File: src/hdl/scd_pkg.sv
// Shared constants and types for the card command link: mode codes,
// configuration codes, reset values and the host register map.
// Assumes both ends and the bench import it whole.
package scd_pkg;
    // ----------------------------------------------------------------
    // Command byte layout
    // ----------------------------------------------------------------
    localparam int BYTE_W = 8;
    localparam logic [2:0] MODE_EXT = 3'h4;
    localparam logic [2:0] MODE_CFG = 3'h5;
    localparam logic [2:0] MODE_SYNC = 3'h6;
    localparam logic [2:0] MODE_RSV = 3'h7;
    localparam logic [3:0] BIT_RST_POS = 4'h3;
    localparam logic [3:0] BIT_LAST = 4'h7;
    localparam logic [3:0] BIT_FULL = 4'h8;
    // ----------------------------------------------------------------
    // Data field codes under the configuration mode
    // ----------------------------------------------------------------
    localparam logic [4:0] CFG_DET_NO = 5'h00;
    localparam logic [4:0] CFG_DET_NC = 5'h01;
    localparam logic [4:0] CFG_SPECIAL = 5'h02;
    localparam logic [4:0] CFG_NORMAL = 5'h03;
    localparam logic [4:0] CFG_SLOW = 5'h04;
    localparam logic [4:0] CFG_FAST = 5'h05;
    // ----------------------------------------------------------------
    // Card clock selections and reset values
    // ----------------------------------------------------------------
    localparam logic [1:0] CLK_LOW = 2'h0;
    localparam logic [1:0] CLK_DIV1 = 2'h1;
    localparam logic [1:0] CLK_DIV2 = 2'h2;
    localparam logic [1:0] CLK_DIV4 = 2'h3;
    localparam logic [1:0] RST_SUPPLY = 2'h0;
    localparam logic [1:0] RST_CLK_SEL = 2'h0;
    localparam logic [3:0] RST_DIRECT = 4'h0;
    localparam logic RST_CARD_RESET = 1'h0;
    localparam logic RST_POLARITY = 1'h0;
    localparam logic RST_SPECIAL = 1'h0;
    localparam logic RST_SLOW = 1'h0;
    // Sync order: strap1, strap0, data, presence, card clk, mosi, cs_n, sclk
    localparam int SYNC_W = 8;
    localparam logic [7:0] SYNC_RST = 8'h02;
    // ----------------------------------------------------------------
    // Host register map
    // ----------------------------------------------------------------
    localparam logic [7:0] HOST_TX_OFS = 8'h00;
    localparam logic [7:0] HOST_STAT_OFS = 8'h04;
    localparam logic [7:0] HOST_CFG_OFS = 8'h08;
    localparam logic [7:0] HALF_RST = 8'h08;
    localparam int CFG_SPECIAL_BIT = 8;

    typedef enum logic [1:0] {
        HS_IDLE = 2'h0,
        HS_SETUP = 2'h1,
        HS_SHIFT = 2'h3,
        HS_HOLD = 2'h2
    } scd_host_state_t;
endpackage : scd_pkg

File: src/hdl/scd_link_if.sv
// Serial command link between the host controller and the card device.
// Assumes one host and one device; the read-back line idles high.
`timescale 1ns/10ps
`default_nettype none
interface scd_link_if;
    logic cs_n;
    logic sclk;
    logic mosi;
    logic miso;
    logic miso_oe;
    logic miso_line;

    // Pull-up level when the device releases the read-back line
    assign miso_line = miso_oe ? miso : 1'h1;

    modport host (output cs_n, output sclk, output mosi, input miso_line);
    modport dev (input cs_n, input sclk, input mosi, output miso, output miso_oe);
endinterface : scd_link_if
`default_nettype wire

File: src/hdl/scd_device.sv
// Card interface end: decodes the command byte from the serial link and
// drives supply code, card clock, reset and direct contact levels.
// Assumes all link and card pins are asynchronous to clk_sys (40 MHz) and
// that the link clock is much slower than clk_sys.
//
// Notes on behaviour
// - Byte is three mode bits, five data bits.
// - Only traffic with chip select low counts.
// - Card reset follows bit 4 at once.
// - Host sends bit 4 low for configuration.
// - Bits 1..0 pick card supply code.
// - Bits 3..2 pick card clock divide.
// - Synchronous mode drives four contacts directly.
// - Config codes 0/1 set presence polarity.
// - Config codes 2/3 set serial edge mode.
// - Slot modes answer only on strap match.
// - External mode needs a dedicated chip select.
// - Synchronous mode needs a dedicated chip select.
// - Reserved mode takes no configuration action.
// - Config codes 4/5 set card clock edges.
// - Read-back shifts on edge chosen by mode.
//
// Decided for this implementation: the AHB-Lite slave port and the register offsets.
`timescale 1ns/10ps
`default_nettype none
module scd_device
    import scd_pkg::*;
(
    // Clock and reset
    input wire logic clk_sys,
    input wire logic rst_n,
    // Serial link
    scd_link_if.dev link,
    // Card clock source and presence switch
    input wire logic card_clk_in,
    input wire logic card_present_in,
    // Card supply, clock and reset
    output logic [1:0] card_supply,
    output logic card_clock_out,
    output logic card_reset_out,
    // Two-way card contacts
    input wire logic card_data_line_i,
    output logic card_data_line_o,
    output logic card_data_line_oe,
    input wire logic aux_contact_four_strap0_i,
    output logic aux_contact_four_strap0_o,
    output logic aux_contact_four_strap0_oe,
    input wire logic aux_contact_eight_strap1_i,
    output logic aux_contact_eight_strap1_o,
    output logic aux_contact_eight_strap1_oe,
    // Configuration state
    output logic card_presence_polarity,
    output logic special_edge_mode,
    output logic slow_edge_select,
    output logic fast_edge_select
);
    // ----------------------------------------------------------------
    // Input synchronisation and edges
    // ----------------------------------------------------------------
    logic [SYNC_W-1:0] sync_bus;
    logic sclk_s, cs_n_s, mosi_s, cclk_s, pres_s, cdat_s, c4_s, c8_s;
    logic sclk_prev_q, cs_n_prev_q, cclk_prev_q;
    logic sclk_rise, sclk_fall, cs_fall, cclk_rise;

    scd_sync3 #(.W(SYNC_W), .RST_VAL(SYNC_RST)) u_sync (
        .clk_sys(clk_sys),
        .rst_n(rst_n),
        .async_in({aux_contact_eight_strap1_i, aux_contact_four_strap0_i, card_data_line_i,
                   card_present_in, card_clk_in, link.mosi, link.cs_n, link.sclk}),
        .sync_out(sync_bus)
    );
    assign {c8_s, c4_s, cdat_s, pres_s, cclk_s, mosi_s, cs_n_s, sclk_s} = sync_bus;

    always_ff @(posedge clk_sys or negedge rst_n)
    begin
        if (!rst_n)
        begin
            sclk_prev_q <= 1'h0;
            cs_n_prev_q <= 1'h1;
            cclk_prev_q <= 1'h0;
        end
        else
        begin
            sclk_prev_q <= sclk_s;
            cs_n_prev_q <= cs_n_s;
            cclk_prev_q <= cclk_s;
        end
    end

    assign sclk_rise = sclk_s & ~sclk_prev_q;
    assign sclk_fall = ~sclk_s & sclk_prev_q;
    assign cs_fall = ~cs_n_s & cs_n_prev_q;
    assign cclk_rise = cclk_s & ~cclk_prev_q;

    // ----------------------------------------------------------------
    // Command byte reception
    // ----------------------------------------------------------------
    logic [3:0] bit_cnt_q;
    logic [7:0] shift_q;
    logic [7:0] byte_in;
    logic [2:0] mode_in;
    logic [1:0] strap_q;
    logic sync_q;
    logic bit_take, byte_done, rst_take;

    function automatic logic addressed(input logic [2:0] mode, input logic [1:0] strap);
        // Modes 100 to 111 sit on a dedicated select and always answer
        addressed = mode[2] | (mode[1:0] == strap);
    endfunction : addressed

    assign byte_in = {shift_q[6:0], mosi_s};
    assign mode_in = byte_in[7:5];
    assign bit_take = sclk_rise & ~cs_n_s & (bit_cnt_q != BIT_FULL);
    assign byte_done = bit_take & (bit_cnt_q == BIT_LAST);
    assign rst_take = bit_take & (bit_cnt_q == BIT_RST_POS) & addressed(shift_q[2:0], strap_q);

    always_ff @(posedge clk_sys or negedge rst_n)
    begin
        if (!rst_n)
        begin
            bit_cnt_q <= 4'h0;
            shift_q <= 8'h00;
        end
        else if (cs_n_s)
            bit_cnt_q <= 4'h0;
        else if (bit_take)
        begin
            shift_q <= byte_in;
            bit_cnt_q <= bit_cnt_q + 4'h1;
        end
    end

    // Straps are only read while the contacts are inputs and the link is idle
    always_ff @(posedge clk_sys or negedge rst_n)
    begin
        if (!rst_n)
            strap_q <= 2'h0;
        else if (!sync_q && cs_n_s)
            strap_q <= {c8_s, c4_s};
    end

    // Reset follows bit 4 as it arrives, before the byte is complete
    always_ff @(posedge clk_sys or negedge rst_n)
    begin
        if (!rst_n)
            card_reset_out <= RST_CARD_RESET;
        else if (rst_take)
            card_reset_out <= mosi_s;
    end

    // ----------------------------------------------------------------
    // Supply, clock and direct contact settings
    // ----------------------------------------------------------------
    logic [1:0] supply_q;
    logic [1:0] clk_sel_q;
    logic [3:0] direct_q;

    always_ff @(posedge clk_sys or negedge rst_n)
    begin
        if (!rst_n)
        begin
            supply_q <= RST_SUPPLY;
            clk_sel_q <= RST_CLK_SEL;
            direct_q <= RST_DIRECT;
            sync_q <= 1'h0;
        end
        else if (byte_done && addressed(mode_in, strap_q))
        begin
            if (mode_in == MODE_SYNC)
            begin
                sync_q <= 1'h1;
                direct_q <= byte_in[3:0];
            end
            else if (!mode_in[2] || mode_in == MODE_EXT)
            begin
                supply_q <= byte_in[1:0];
                clk_sel_q <= byte_in[3:2];
                sync_q <= 1'h0;
            end
        end
    end

    // ----------------------------------------------------------------
    // Configuration register; undefined codes and mode 111 change nothing
    // ----------------------------------------------------------------
    logic polarity_q, special_q, slow_q, fast_q;

    always_ff @(posedge clk_sys or negedge rst_n)
    begin
        if (!rst_n)
        begin
            polarity_q <= RST_POLARITY;
            special_q <= RST_SPECIAL;
            slow_q <= RST_SLOW;
            fast_q <= ~RST_SLOW;
        end
        else if (byte_done && mode_in == MODE_CFG)
        begin
            unique case (byte_in[4:0])
                CFG_DET_NO: polarity_q <= 1'h0;
                CFG_DET_NC: polarity_q <= 1'h1;
                CFG_SPECIAL: special_q <= 1'h1;
                CFG_NORMAL: special_q <= 1'h0;
                CFG_SLOW:
                begin
                    slow_q <= 1'h1;
                    fast_q <= 1'h0;
                end
                CFG_FAST:
                begin
                    slow_q <= 1'h0;
                    fast_q <= 1'h1;
                end
                default: ;
            endcase
        end
    end

    // ----------------------------------------------------------------
    // Card clock generation from the sampled input clock
    // ----------------------------------------------------------------
    // Undivided output follows the sampled input, so it carries the
    // synchroniser delay; the input must stay well below clk_sys / 2.
    logic cclk_out_q, div_half_q;

    always_ff @(posedge clk_sys or negedge rst_n)
    begin
        if (!rst_n)
        begin
            cclk_out_q <= 1'h0;
            div_half_q <= 1'h0;
        end
        else
        begin
            if (cclk_rise)
                div_half_q <= ~div_half_q;
            if (sync_q)
                cclk_out_q <= direct_q[3];
            else
            begin
                unique case (clk_sel_q)
                    CLK_LOW: cclk_out_q <= 1'h0;
                    CLK_DIV1: cclk_out_q <= cclk_s;
                    CLK_DIV2: cclk_out_q <= cclk_out_q ^ cclk_rise;
                    CLK_DIV4: cclk_out_q <= cclk_out_q ^ (cclk_rise & div_half_q);
                endcase
            end
        end
    end

    // ----------------------------------------------------------------
    // Read-back shifter
    // ----------------------------------------------------------------
    // Every device on a shared select drives the line while it is low,
    // as the shared bank gives no address before the first bit.
    logic [7:0] rb_q;
    logic [7:0] rb_byte;
    logic miso_q, miso_oe_q, rb_shift;

    assign rb_byte = {3'h0, pres_s, cdat_s, c4_s, c8_s, |supply_q};
    assign rb_shift = ~cs_n_s & (special_q ? sclk_rise : sclk_fall);

    always_ff @(posedge clk_sys or negedge rst_n)
    begin
        if (!rst_n)
        begin
            rb_q <= 8'h00;
            miso_q <= 1'h0;
            miso_oe_q <= 1'h0;
        end
        else
        begin
            miso_oe_q <= ~cs_n_s;
            if (cs_fall)
            begin
                rb_q <= special_q ? rb_byte : {rb_byte[6:0], 1'h0};
                miso_q <= special_q ? 1'h0 : rb_byte[7];
            end
            else if (rb_shift)
            begin
                rb_q <= {rb_q[6:0], 1'h0};
                miso_q <= rb_q[7];
            end
        end
    end

    // ----------------------------------------------------------------
    // Outputs
    // ----------------------------------------------------------------
    assign link.miso = miso_q;
    assign link.miso_oe = miso_oe_q;
    assign card_supply = supply_q;
    assign card_clock_out = cclk_out_q;
    assign card_data_line_o = direct_q[2];
    assign card_data_line_oe = sync_q;
    assign aux_contact_four_strap0_o = direct_q[1];
    assign aux_contact_four_strap0_oe = sync_q;
    assign aux_contact_eight_strap1_o = direct_q[0];
    assign aux_contact_eight_strap1_oe = sync_q;
    assign card_presence_polarity = polarity_q;
    assign special_edge_mode = special_q;
    assign slow_edge_select = slow_q;
    assign fast_edge_select = fast_q;
endmodule : scd_device
`default_nettype wire

File: src/hdl/scd_sync3.sv
// Three-stage input synchroniser with agreement filter, one lane a bit.
// Assumes inputs are asynchronous to clk_sys.
`timescale 1ns/10ps
`default_nettype none
module scd_sync3 #(
    parameter int W = 1,
    parameter logic [W-1:0] RST_VAL = '0
) (
    // Clock and reset
    input wire logic clk_sys,
    input wire logic rst_n,
    // Lanes
    input wire logic [W-1:0] async_in,
    output logic [W-1:0] sync_out
);
    logic [W-1:0] s1_q;
    logic [W-1:0] s2_q;
    logic [W-1:0] s3_q;

    always_ff @(posedge clk_sys or negedge rst_n)
    begin
        if (!rst_n)
        begin
            s1_q <= RST_VAL;
            s2_q <= RST_VAL;
            s3_q <= RST_VAL;
        end
        else
        begin
            s1_q <= async_in;
            s2_q <= s1_q;
            s3_q <= s2_q;
        end
    end

    // A lane moves only once stages two and three agree
    always_ff @(posedge clk_sys or negedge rst_n)
    begin
        if (!rst_n)
            sync_out <= RST_VAL;
        else
            sync_out <= (~(s2_q ^ s3_q) & s3_q) | ((s2_q ^ s3_q) & sync_out);
    end
endmodule : scd_sync3
`default_nettype wire

File: src/flat_wrapper.sv
// flat-port wrapper written by rule: the top's interface ports become plain ports
module scd_device_flat import scd_pkg::*;
  (clk_sys, rst_n, card_clk_in, card_present_in, card_supply, card_clock_out, card_reset_out, card_data_line_i, card_data_line_o, card_data_line_oe, aux_contact_four_strap0_i, aux_contact_four_strap0_o, aux_contact_four_strap0_oe, aux_contact_eight_strap1_i, aux_contact_eight_strap1_o, aux_contact_eight_strap1_oe, card_presence_polarity, special_edge_mode, slow_edge_select, fast_edge_select, link_cs_n, link_sclk, link_mosi, link_miso, link_miso_oe);
  scd_link_if link_i ();
  input wire logic clk_sys;
  input wire logic rst_n;
  input wire logic card_clk_in;
  input wire logic card_present_in;
  output logic [1:0] card_supply;
  output logic card_clock_out;
  output logic card_reset_out;
  input wire logic card_data_line_i;
  output logic card_data_line_o;
  output logic card_data_line_oe;
  input wire logic aux_contact_four_strap0_i;
  output logic aux_contact_four_strap0_o;
  output logic aux_contact_four_strap0_oe;
  input wire logic aux_contact_eight_strap1_i;
  output logic aux_contact_eight_strap1_o;
  output logic aux_contact_eight_strap1_oe;
  output logic card_presence_polarity;
  output logic special_edge_mode;
  output logic slow_edge_select;
  output logic fast_edge_select;
  input wire logic [$bits(link_i.cs_n)-1:0] link_cs_n;
  input wire logic [$bits(link_i.sclk)-1:0] link_sclk;
  input wire logic [$bits(link_i.mosi)-1:0] link_mosi;
  output wire logic [$bits(link_i.miso)-1:0] link_miso;
  output wire logic [$bits(link_i.miso_oe)-1:0] link_miso_oe;
  assign link_i.cs_n = link_cs_n;
  assign link_i.sclk = link_sclk;
  assign link_i.mosi = link_mosi;
  assign link_miso = link_i.miso;
  assign link_miso_oe = link_i.miso_oe;
  scd_device u_core (.clk_sys(clk_sys), .rst_n(rst_n), .link(link_i), .card_clk_in(card_clk_in), .card_present_in(card_present_in), .card_supply(card_supply), .card_clock_out(card_clock_out), .card_reset_out(card_reset_out), .card_data_line_i(card_data_line_i), .card_data_line_o(card_data_line_o), .card_data_line_oe(card_data_line_oe), .aux_contact_four_strap0_i(aux_contact_four_strap0_i), .aux_contact_four_strap0_o(aux_contact_four_strap0_o), .aux_contact_four_strap0_oe(aux_contact_four_strap0_oe), .aux_contact_eight_strap1_i(aux_contact_eight_strap1_i), .aux_contact_eight_strap1_o(aux_contact_eight_strap1_o), .aux_contact_eight_strap1_oe(aux_contact_eight_strap1_oe), .card_presence_polarity(card_presence_polarity), .special_edge_mode(special_edge_mode), .slow_edge_select(slow_edge_select), .fast_edge_select(fast_edge_select));
endmodule
File: config.mk
export PLATFORM = sky130hd
export DESIGN_NAME = scd_device_flat
export DESIGN_NICKNAME = d
export VERILOG_FILES = /design/src/hdl/scd_pkg.sv /design/src/hdl/scd_link_if.sv /design/src/hdl/scd_device.sv /design/src/hdl/scd_sync3.sv /design/src/flat_wrapper.sv
export SDC_FILE = /design/constraint.sdc
export NUM_CORES = 1
export LEC_CHECK = 0
export BUFFER_PORTS_ARGS = -buffer_cell sky130_fd_sc_hd__buf_2
export CORE_MARGIN = 2
export CORE_UTILIZATION = 45
export CTS_BUF_LIST = sky130_fd_sc_hd__clkbuf_8
export DETAILED_ROUTE_END_ITERATION = 6
export GPL_TIMING_DRIVEN = 0
export PLACE_DENSITY = 0.63
export SYNTH_ARGS = -nofsm -noshare
export SYNTH_HDL_FRONTEND = slang
export SYNTH_HIERARCHICAL = 1
export SYNTH_SLANG_ARGS = --single-unit
File: constraint.sdc
create_clock -name clk_sys -period 3.8 [get_ports clk_sys]
set_clock_uncertainty 0.2 [all_clocks]
set_input_delay 0.19 -clock clk_sys [delete_from_list [all_inputs] [get_ports clk_sys]]
set_output_delay 0.19 -clock clk_sys [all_outputs]
set_load 0.1 [all_outputs]
==> summary.md, run 1 <==
| Metric | Value |
|---|---|
| Total wire length | `4.91 mm` |
| Slew at the pin with the worst max-slew slack | `0.498 ns` |
| Synth Area in Compound Gates | `8.51%` |
| Synthesized area per cell | `13.7 µm²` |
| Post-synth top area share | `59.1%` |
| Slew headroom | `66.8%` |
| Max Slew Vio Count | `0` |
| GP Congestion | `0.739` |
| WP data required | `3.82 ns` |
| Critical path endpoint category | `register` |
| Vias | `about 1,800` |
| IO Port Bufs | `25` |
| Final core utilization | `55.2%` |
| Critical path type | `reg2reg` |
| Ant. Diodes | `0` |
| Final setup TNS | `0 ns` |
| Routed Antenna Nets | `0` |
| CTS Buffer Depth | `2` |
| Synth cell types | `49` |
| Post-Syn Area | `between 2000 and 3000 µm²` |
| Layout cell share with drive strength beyond 1 | `31.7%` |
| Total power | `0.00199 W` |
| Final hold viol count | `0` |
| Largest net degree at the start of global routing | `40` |
| Core area | `6280 µm²` |
| Worst EP arrival | `around 2.1 ns` |
| Synth Flop Type | `dfrtp_1` |
| Crit start category | `register` |
| Peak Freq | `0.493 GHz` |
| Die span in y | `84.0 µm` |
| Max VDD drop | `0.359 mV` |
| CTS tree | `yes` |
| Antenna violations before repair | `0` |
| Setup bufs post-CTS | `0` |
| Largest family of logic cells by synthesized area | `multiplexers` |
| Fillcell total | `around 530` |
| Post-Synthesis Cells | `211` |
| Multiplexer area fraction after synthesis | `9.90%` |
| Asr flop ratio synth | `100%` |
| RSZ-0062 raised after global routing | `false` |
| Hold Path Class | `in2async` |
| First-pass GRT wire length | `8.63 mm` |
| Count leader, synth | `dfrtp_1` |
| Initial core utilization | `45.9%` |
| Syn Nets | `223` |
| Grt ovf | `0` |
| Status | `complete, no violations` |
| TritonRoute pass-1 iters | `5` |
| Synth warnings | `6` |
| Post-synthesis xor/xnor area fraction | `under 10%` |
| Peak fanout along the critical path | `5` |
| Wire per inst | `approximately 14 µm` |
| Fin crit share | `53.3%` |
| Final Setup Violations | `0` |
| Chip width | `around 84 µm` |
| Sequential cell area fraction in the yosys report | `about 65%` |
| Final critical-path required period | `between 2 and 2.5 ns` |
| Power density cells | `575 nW/µm²` |
| CTS sink cnt | `74` |
| #FFs+latches synth | `between 70 and 80` |
| LEAKAGE | `roughly 1.6 nW` |
| Clock transition at the registers of the reported paths | `0.08 ns` |
| Yosys top cell by area | `dfrtp_1` |
| Synth Area in Simple Gates | `9.12%` |
| Worst-skew pair later-pin latency | `about 0.34 ns` |
| I/O pin total | `26` |
| Final nets | `roughly 270` |
| Final HPWL DP | `3.27 mm` |
| Initial DRC Count | `158` |
| Ranking of synthesized cells by area | `dfrtp_1, mux2_2, dfstp_2` |
| Synth top cells by count | `dfrtp_1, mux2_2, inv_1, nand2_1, o21ai_0` |
| Vias in the first global route | `1,766` |
| Die ar. | `slightly above 7000 µm²` |
| Max cap viols | `0` |
| DR vias/cell | `roughly 5.3` |
| # rows | `29` |
| Post-synthesis adder-cell area fraction | `3.99%` |
| H-tree depth | `3` |
| CTS Root Cell | `clkbuf_8` |
| Syn-to-layout area delta | `20.3%` |
| CTS Buf Count | `9` |
| DRC | `0` |
| Number of synthesized flops with an enable pin | `0` |
| Gr usage total | `15.5%` |
[cell families (layout without fill, tap and decap cells)]
group,count (synthesis),count (layout)
muxes,26,26
DFF,74,74
AOI/OAI and AO/OA,35,35
and+or+nand+nor,45,45
xor gates and xnor gates,5,5
adders and majority gates,10,10
buffers and inverters,16,67
[metrics by stage]
stage               std cells  hold WS, ns  setup slack (ns)  area [µm²]
floorplan                 211       -0.306              1.60        2880
global placement          313       0.0965              1.81        3100
detailed placement        314      -0.0111              1.80        3130
CTS                       339        0.155              1.78        3470
global route              339        0.159              1.65        3470
finish                    339        0.151              1.77        3470
[worst max-delay path: stages (launching register included)]
cell	delay, ns
dfrtp_1	0.41
ha_1	0.22
and3b_1	0.21
and2_1	0.17
o31a_1	0.33
mux2_2	0.37
[path summary, 6_finish.rpt]
kind / startpoint / to / slack, ns / depth (start not counted)
setup reg to reg: u_core/bit_cnt_q[0]$_DFFE_PN0P_ / u_core/card_supply[0]$_DFFE_PN0P_ / 1.77 / 5
setup / recovery: u_core/bit_cnt_q[0]$_DFFE_PN0P_ / u_core/card_supply[0]$_DFFE_PN0P_ / 1.77 / 5
hold / removal: rst_n / u_core/link.miso_oe$_DFF_PN0_ / 0.15 / 2
hold reg to reg: u_core/u_sync/s1_q[4]$_DFF_PN0_ / u_core/u_sync/s2_q[4]$_DFF_PN0_ / 0.15 / 0
max in group asynchronous: rst_n / asynchronous set/reset pin / 2.61 / 3
min in group clk_sys: u_core/u_sync/s1_q[4]$_DFF_PN0_ / u_core/u_sync/s2_q[4]$_DFF_PN0_ / 0.15 / 0
[layout by cell type, fill, tap and decap left out, types with 4 or more instances in the layout]
cell and n:
o21ai_0 9, clkbuf_8 10, nor3_1 4, dfstp_2 6
buf_2 26, inv_1 10, mux2_2 20, maj3_2 8
dlygate4sd3_1 9, nor2_1 6, nand2_1 10, nand2b_1 6
mux2i_1 6, dfrtp_1 68
[final cells by class]
| type | instances | area (µm²) | share of cell area [%] |
|---|---|---|---|
| plain buffers | 6 | 32.5 | 0.938 |
| clock buffers | 10 | 138 | 3.97 |
| clock inverters | 6 | 114 | 3.28 |
| inverters | 10 | 37.5 | 1.08 |
| multi-input cells | 121 | 952 | 27.5 |
| flip-flops and latches | 74 | 1860 | 53.6 |
| well taps | 77 | 96.3 | 2.78 |
| repair buffers | 35 | 238 | 6.86 |
[timing repair]
| action | CTS | global route |
|---|---|---|
| endpoints found under the hold margin | 46 | 0 |
| gates resized for setup | 0 | 0 |
| endpoints found under the setup margin | 0 | 0 |
| hold buffers | 9 | 0 |
[power breakdown]
part / switching (W) / total [W] / internal [W]
combinational: 0.000125 / 0.000255 / 0.000130
clock: 0.000286 / 0.000741 / 0.000455
sequential: 0.000109 / 0.000997 / 0.000888
[routing by layer]
layer	global-route usage, %	vias up	routed length (µm)	part of all wire (%)
met3	4.55	10	174	3.5
met2	22.7	36	2210	45
met1	22.1	894	2450	50
li1	-	847	-	-
met5	0	-	0	0
met4	5.72	0	76	1.5
Power figures use the tool's default switching activity.
==> inputs of run 2 (changes only) <==
Settings changed: ABC_AREA set to 1, PLACE_DENSITY 0.63 to 0.65.
Clock period 3.8 ns to 1.75 ns, I/O delays scaled along.
==> run 2 against run 1 <==
- clock power rose by 78%
- utilization rose by 1.5 points
- critical endpoint is now aux_contact_four_strap0_oe
- non-clock buffer count grew 1
- critical path type is now reg2out
- die area rose by 3.6%
==> summary.md, run 2 <==
| Metric | Value |
|---|---|
| Status | `complete, no violations (unchanged)` |
| Max Slew Vio Count | `0 (unchanged)` |
| DRC | `0 (unchanged)` |
| Count leader, synth | `nand2_1 (was dfrtp_1)` |
| Critical path type | `reg2out (was reg2reg)` |
| Highest-delay cell along the critical path | `dfrtp_1 (unchanged)` |
| Wire per inst | `12.5 µm (was 14.5 µm)` |
| Buf+Inv Stages, Crit Path | `2 (was 0)` |
| Fin crit share | `95.5%` |
| Worst EP arrival | `1.38 ns (was 2.05 ns)` |
| Critical path endpoint category | `primary output (was register)` |
| Fillcell total | `568 (was 533)` |
| Slew at the pin with the worst max-slew slack | `0.673 ns (was 0.498 ns)` |
| Vias in the first global route | `2,076 (was 1,766)` |
| Largest net degree at the start of global routing | `47 (was 40)` |
| Clock transition at the registers of the reported paths | `0.08 ns (about the same)` |
| CTS Buf Count | `9 (unchanged)` |
| Peak fanout along the critical path | `7 (was 5)` |
| WHS | `0.0524 ns (was 0.151 ns)` |
| Ant. Diodes | `0 (unchanged)` |
| Final core utilization | `56.7% (was 55.2%)` |
| IO Port Bufs | `25 (unchanged)` |
| Top delay family on crit path | `buffers and inverters (was flip-flops)` |
| Worst-skew pair later-pin latency | `0.35 ns (was 0.34 ns)` |
| Initial core utilization | `46.8% (was 45.9%)` |
| Crit-path cells | `buf_4, buf_2 (was ha_1, and3b_1, and2_1, o31a_1, mux2_2)` |
| I/O pin total | `26 (unchanged)` |
| Most common cell after layout, fill and taps aside | `nand2_1 (was dfrtp_1)` |
| Grt ovf | `0 (unchanged)` |
| Synth cell types | `28 (was 49)` |
| Die span in y | `85.5 µm (was 84.0 µm)` |
| WP data required | `1.46 ns (was 3.82 ns)` |
| Crit start category | `register (unchanged)` |
| Ranking of synthesized cells by area | `dfrtp_1, nand2_1, dfstp_2 (was dfrtp_1, mux2_2, dfstp_2)` |
| Commonest cells after routing, fill and taps aside | `nand2_1, dfrtp_1, inv_1 (was dfrtp_1, buf_2, mux2_2)` |
| Routed Antenna Nets | `0 (unchanged)` |
| Total wire length | `5.70 mm (was 4.91 mm)` |
| Syn Nets | `334 (was 223)` |
| Synth Flop Type | `dfrtp_1 (unchanged)` |
| CTS Buffer Depth | `2 (unchanged)` |
| GP Congestion | `0.872 (was 0.739)` |
| #FFs+latches synth | `74 (unchanged)` |
| LEAKAGE | `1.83 nW (was 1.60 nW)` |
| CTS Root Cell | `clkbuf_8 (unchanged)` |
| First-pass GRT wire length | `9.66 mm (was 8.63 mm)` |
| Die ar. | `7310 µm² (was 7060 µm²)` |
| Layout cell share with drive strength beyond 1 | `19.8% (was 31.7%)` |
| Post-Syn Area | `2990 µm² (was 2880 µm²)` |
| CTS tree | `yes (unchanged)` |
| Crit path largest cell delay | `0.48 ns (was 0.41 ns)` |
| Hold Path Class | `in2async (unchanged)` |
| Final HPWL DP | `3.66 mm (was 3.27 mm)` |
| Power density cells | `1140 nW/µm² (was 575 nW/µm²)` |
| Yosys top cell by area | `dfrtp_1 (unchanged)` |
| CTS sink cnt | `74 (unchanged)` |
| Final critical-path required period | `1.67 ns` |
| Max cap viols | `0 (unchanged)` |
| Slew headroom | `55.0% (was 66.8%)` |
| Post-Synthesis Cells | `322 (was 211)` |
| Chip width | `85.5 µm (was 84.0 µm)` |
| Antenna violations before repair | `0 (unchanged)` |
| Synth warnings | `6 (unchanged)` |
| Max VDD drop | `0.777 mV (was 0.359 mV)` |
| Final hold viol count | `0 (unchanged)` |
| H-tree depth | `3 (unchanged)` |
| # rows | `29 (unchanged)` |
| Final setup TNS | `0 ns (unchanged)` |
| Final Setup Violations | `0 (unchanged)` |
| DR vias/cell | `4.95 (was 5.27)` |
| Final nets | `385 (was 269)` |
| RSZ-0062 raised after global routing | `false (unchanged)` |
| Gr usage total | `17.1% (was 15.5%)` |
| Peak Freq | `0.598 GHz` |
| Core area | `6390 µm² (was 6280 µm²)` |
| Asr flop ratio synth | `100% (unchanged)` |
| Synthesized area per cell | `9.28 µm² (was 13.7 µm²)` |
| Sequential cell area fraction in the yosys report | `62.2% (was 64.5%)` |
| Post-synth top area share | `56.9% (was 59.1%)` |
| Synth top cells by count | `nand2_1, dfrtp_1, inv_1 (was dfrtp_1, mux2_2, inv_1, nand2_1, o21ai_0)` |
| Number of synthesized flops with an enable pin | `0 (unchanged)` |
| Syn-to-layout area delta | `21.1% (was 20.3%)` |
| Vias | `2,252 (was 1,787)` |
| Initial DRC Count | `106 (was 158)` |
| TritonRoute pass-1 iters | `4 (was 5)` |
-- run 2: area by class of cell --
type                       count  area (µm²)  area share, %
sequential                    74        1860           51.4
multi-input combinational    212        1030           28.5
timing repair buffer          38         273           7.53
inverter                      34         128           3.52
clock buffer                   9         124           3.42
tap                           77        96.3           2.66
clock inverter                 7        78.8           2.18
buffer                         4        27.5          0.760
-- run 2: final timing paths --
| path | from | endpoint | slack [ns] | cells past startpoint |
|---|---|---|---|---|
| min | rst_n | u_core/fast_edge_select$_DFFE_PN1P_ | 0.05 | 2 |
| min in group clk_sys | u_core/u_sync/s1_q[0]$_DFF_PN0_ | u_core/u_sync/s2_q[0]$_DFF_PN0_ | 0.15 | 0 |
| max | u_core/aux_contact_eight_strap1_oe$_DFFE_PN0P_ | aux_contact_four_strap0_oe | 0.08 | 2 |
| max in group asynchronous | rst_n | asynchronous set/reset pin | 0.20 | 3 |
| max reg2reg | u_core/bit_cnt_q[1]$_DFFE_PN0P_ | u_core/slow_edge_select$_DFFE_PN0P_ | 0.11 | 8 |
| min reg2reg | u_core/u_sync/s1_q[0]$_DFF_PN0_ | u_core/u_sync/s2_q[0]$_DFF_PN0_ | 0.15 | 0 |
-- run 2: stage by stage --
stage          cells  setup slack (ns)  instance area (µm²)  power, W
2_1_floorplan    322            0.0640                 2990   0.00261
3_3_place_gp     424            -0.175                 3210   0.00279
3_5_place_dp     425            0.0896                 3240   0.00282
4_1_cts          452            0.0547                 3550   0.00417
5_1_grt          455           0.00116                 3620   0.00441
6_report         455            0.0787                 3620   0.00414
-- run 2: logic make-up (layout without fill, tap and decap cells) --
kind of cell / Yosys count / in the layout / share of synthesized area [%]
adder cells (fa/ha/maj): 2 / 2 / 0.837
flip-flops: 74 / 74 / 62.2
XOR/XNOR: 1 / 1 / 0.293
buffers and inverters: 38 / 92 / 5.19
AND/OR/NAND/NOR: 168 / 170 / 24.7
AO/OA/AOI/OAI: 39 / 39 / 6.74
-- run 2: what timing repair did --
action,4_1_cts,5_1_grt
resized for setup,0,10
hold buffers,11,0
setup endpoints to repair,0,14
endpoints found under the hold margin,77,0
buffers inserted,0,1
-- run 2: report_power, final --
part           switching, W  internal (W)  leakage, nW  total [W]
clock network      0.000651      0.000667       0.0921    0.00132
registers          0.000191       0.00192        0.924    0.00211
logic              0.000499      0.000221        0.811   0.000719
total               0.00134       0.00280         1.83    0.00414
-- run 2: worst reg2reg max path, stage by stage, from the launching register on --
cell and delay (ns):
dfrtp_1 0.40, ha_2 0.21, nand2_1 0.07, nor2_2 0.13, inv_2 0.08, buf_4 0.15, nor2_4 0.14, nand4_1 0.10
nand2_1 0.09
-- run 2: routing by layer --
| metal | part of all wire [%] | GRT usage, % |
|---|---|---|
| met5 | 0 | 0 |
| met2 | 47 | 26.6 |
| met4 | 1.0 | 4.47 |
| met1 | 46 | 22.1 |
| met3 | 6.0 | 7.41 |
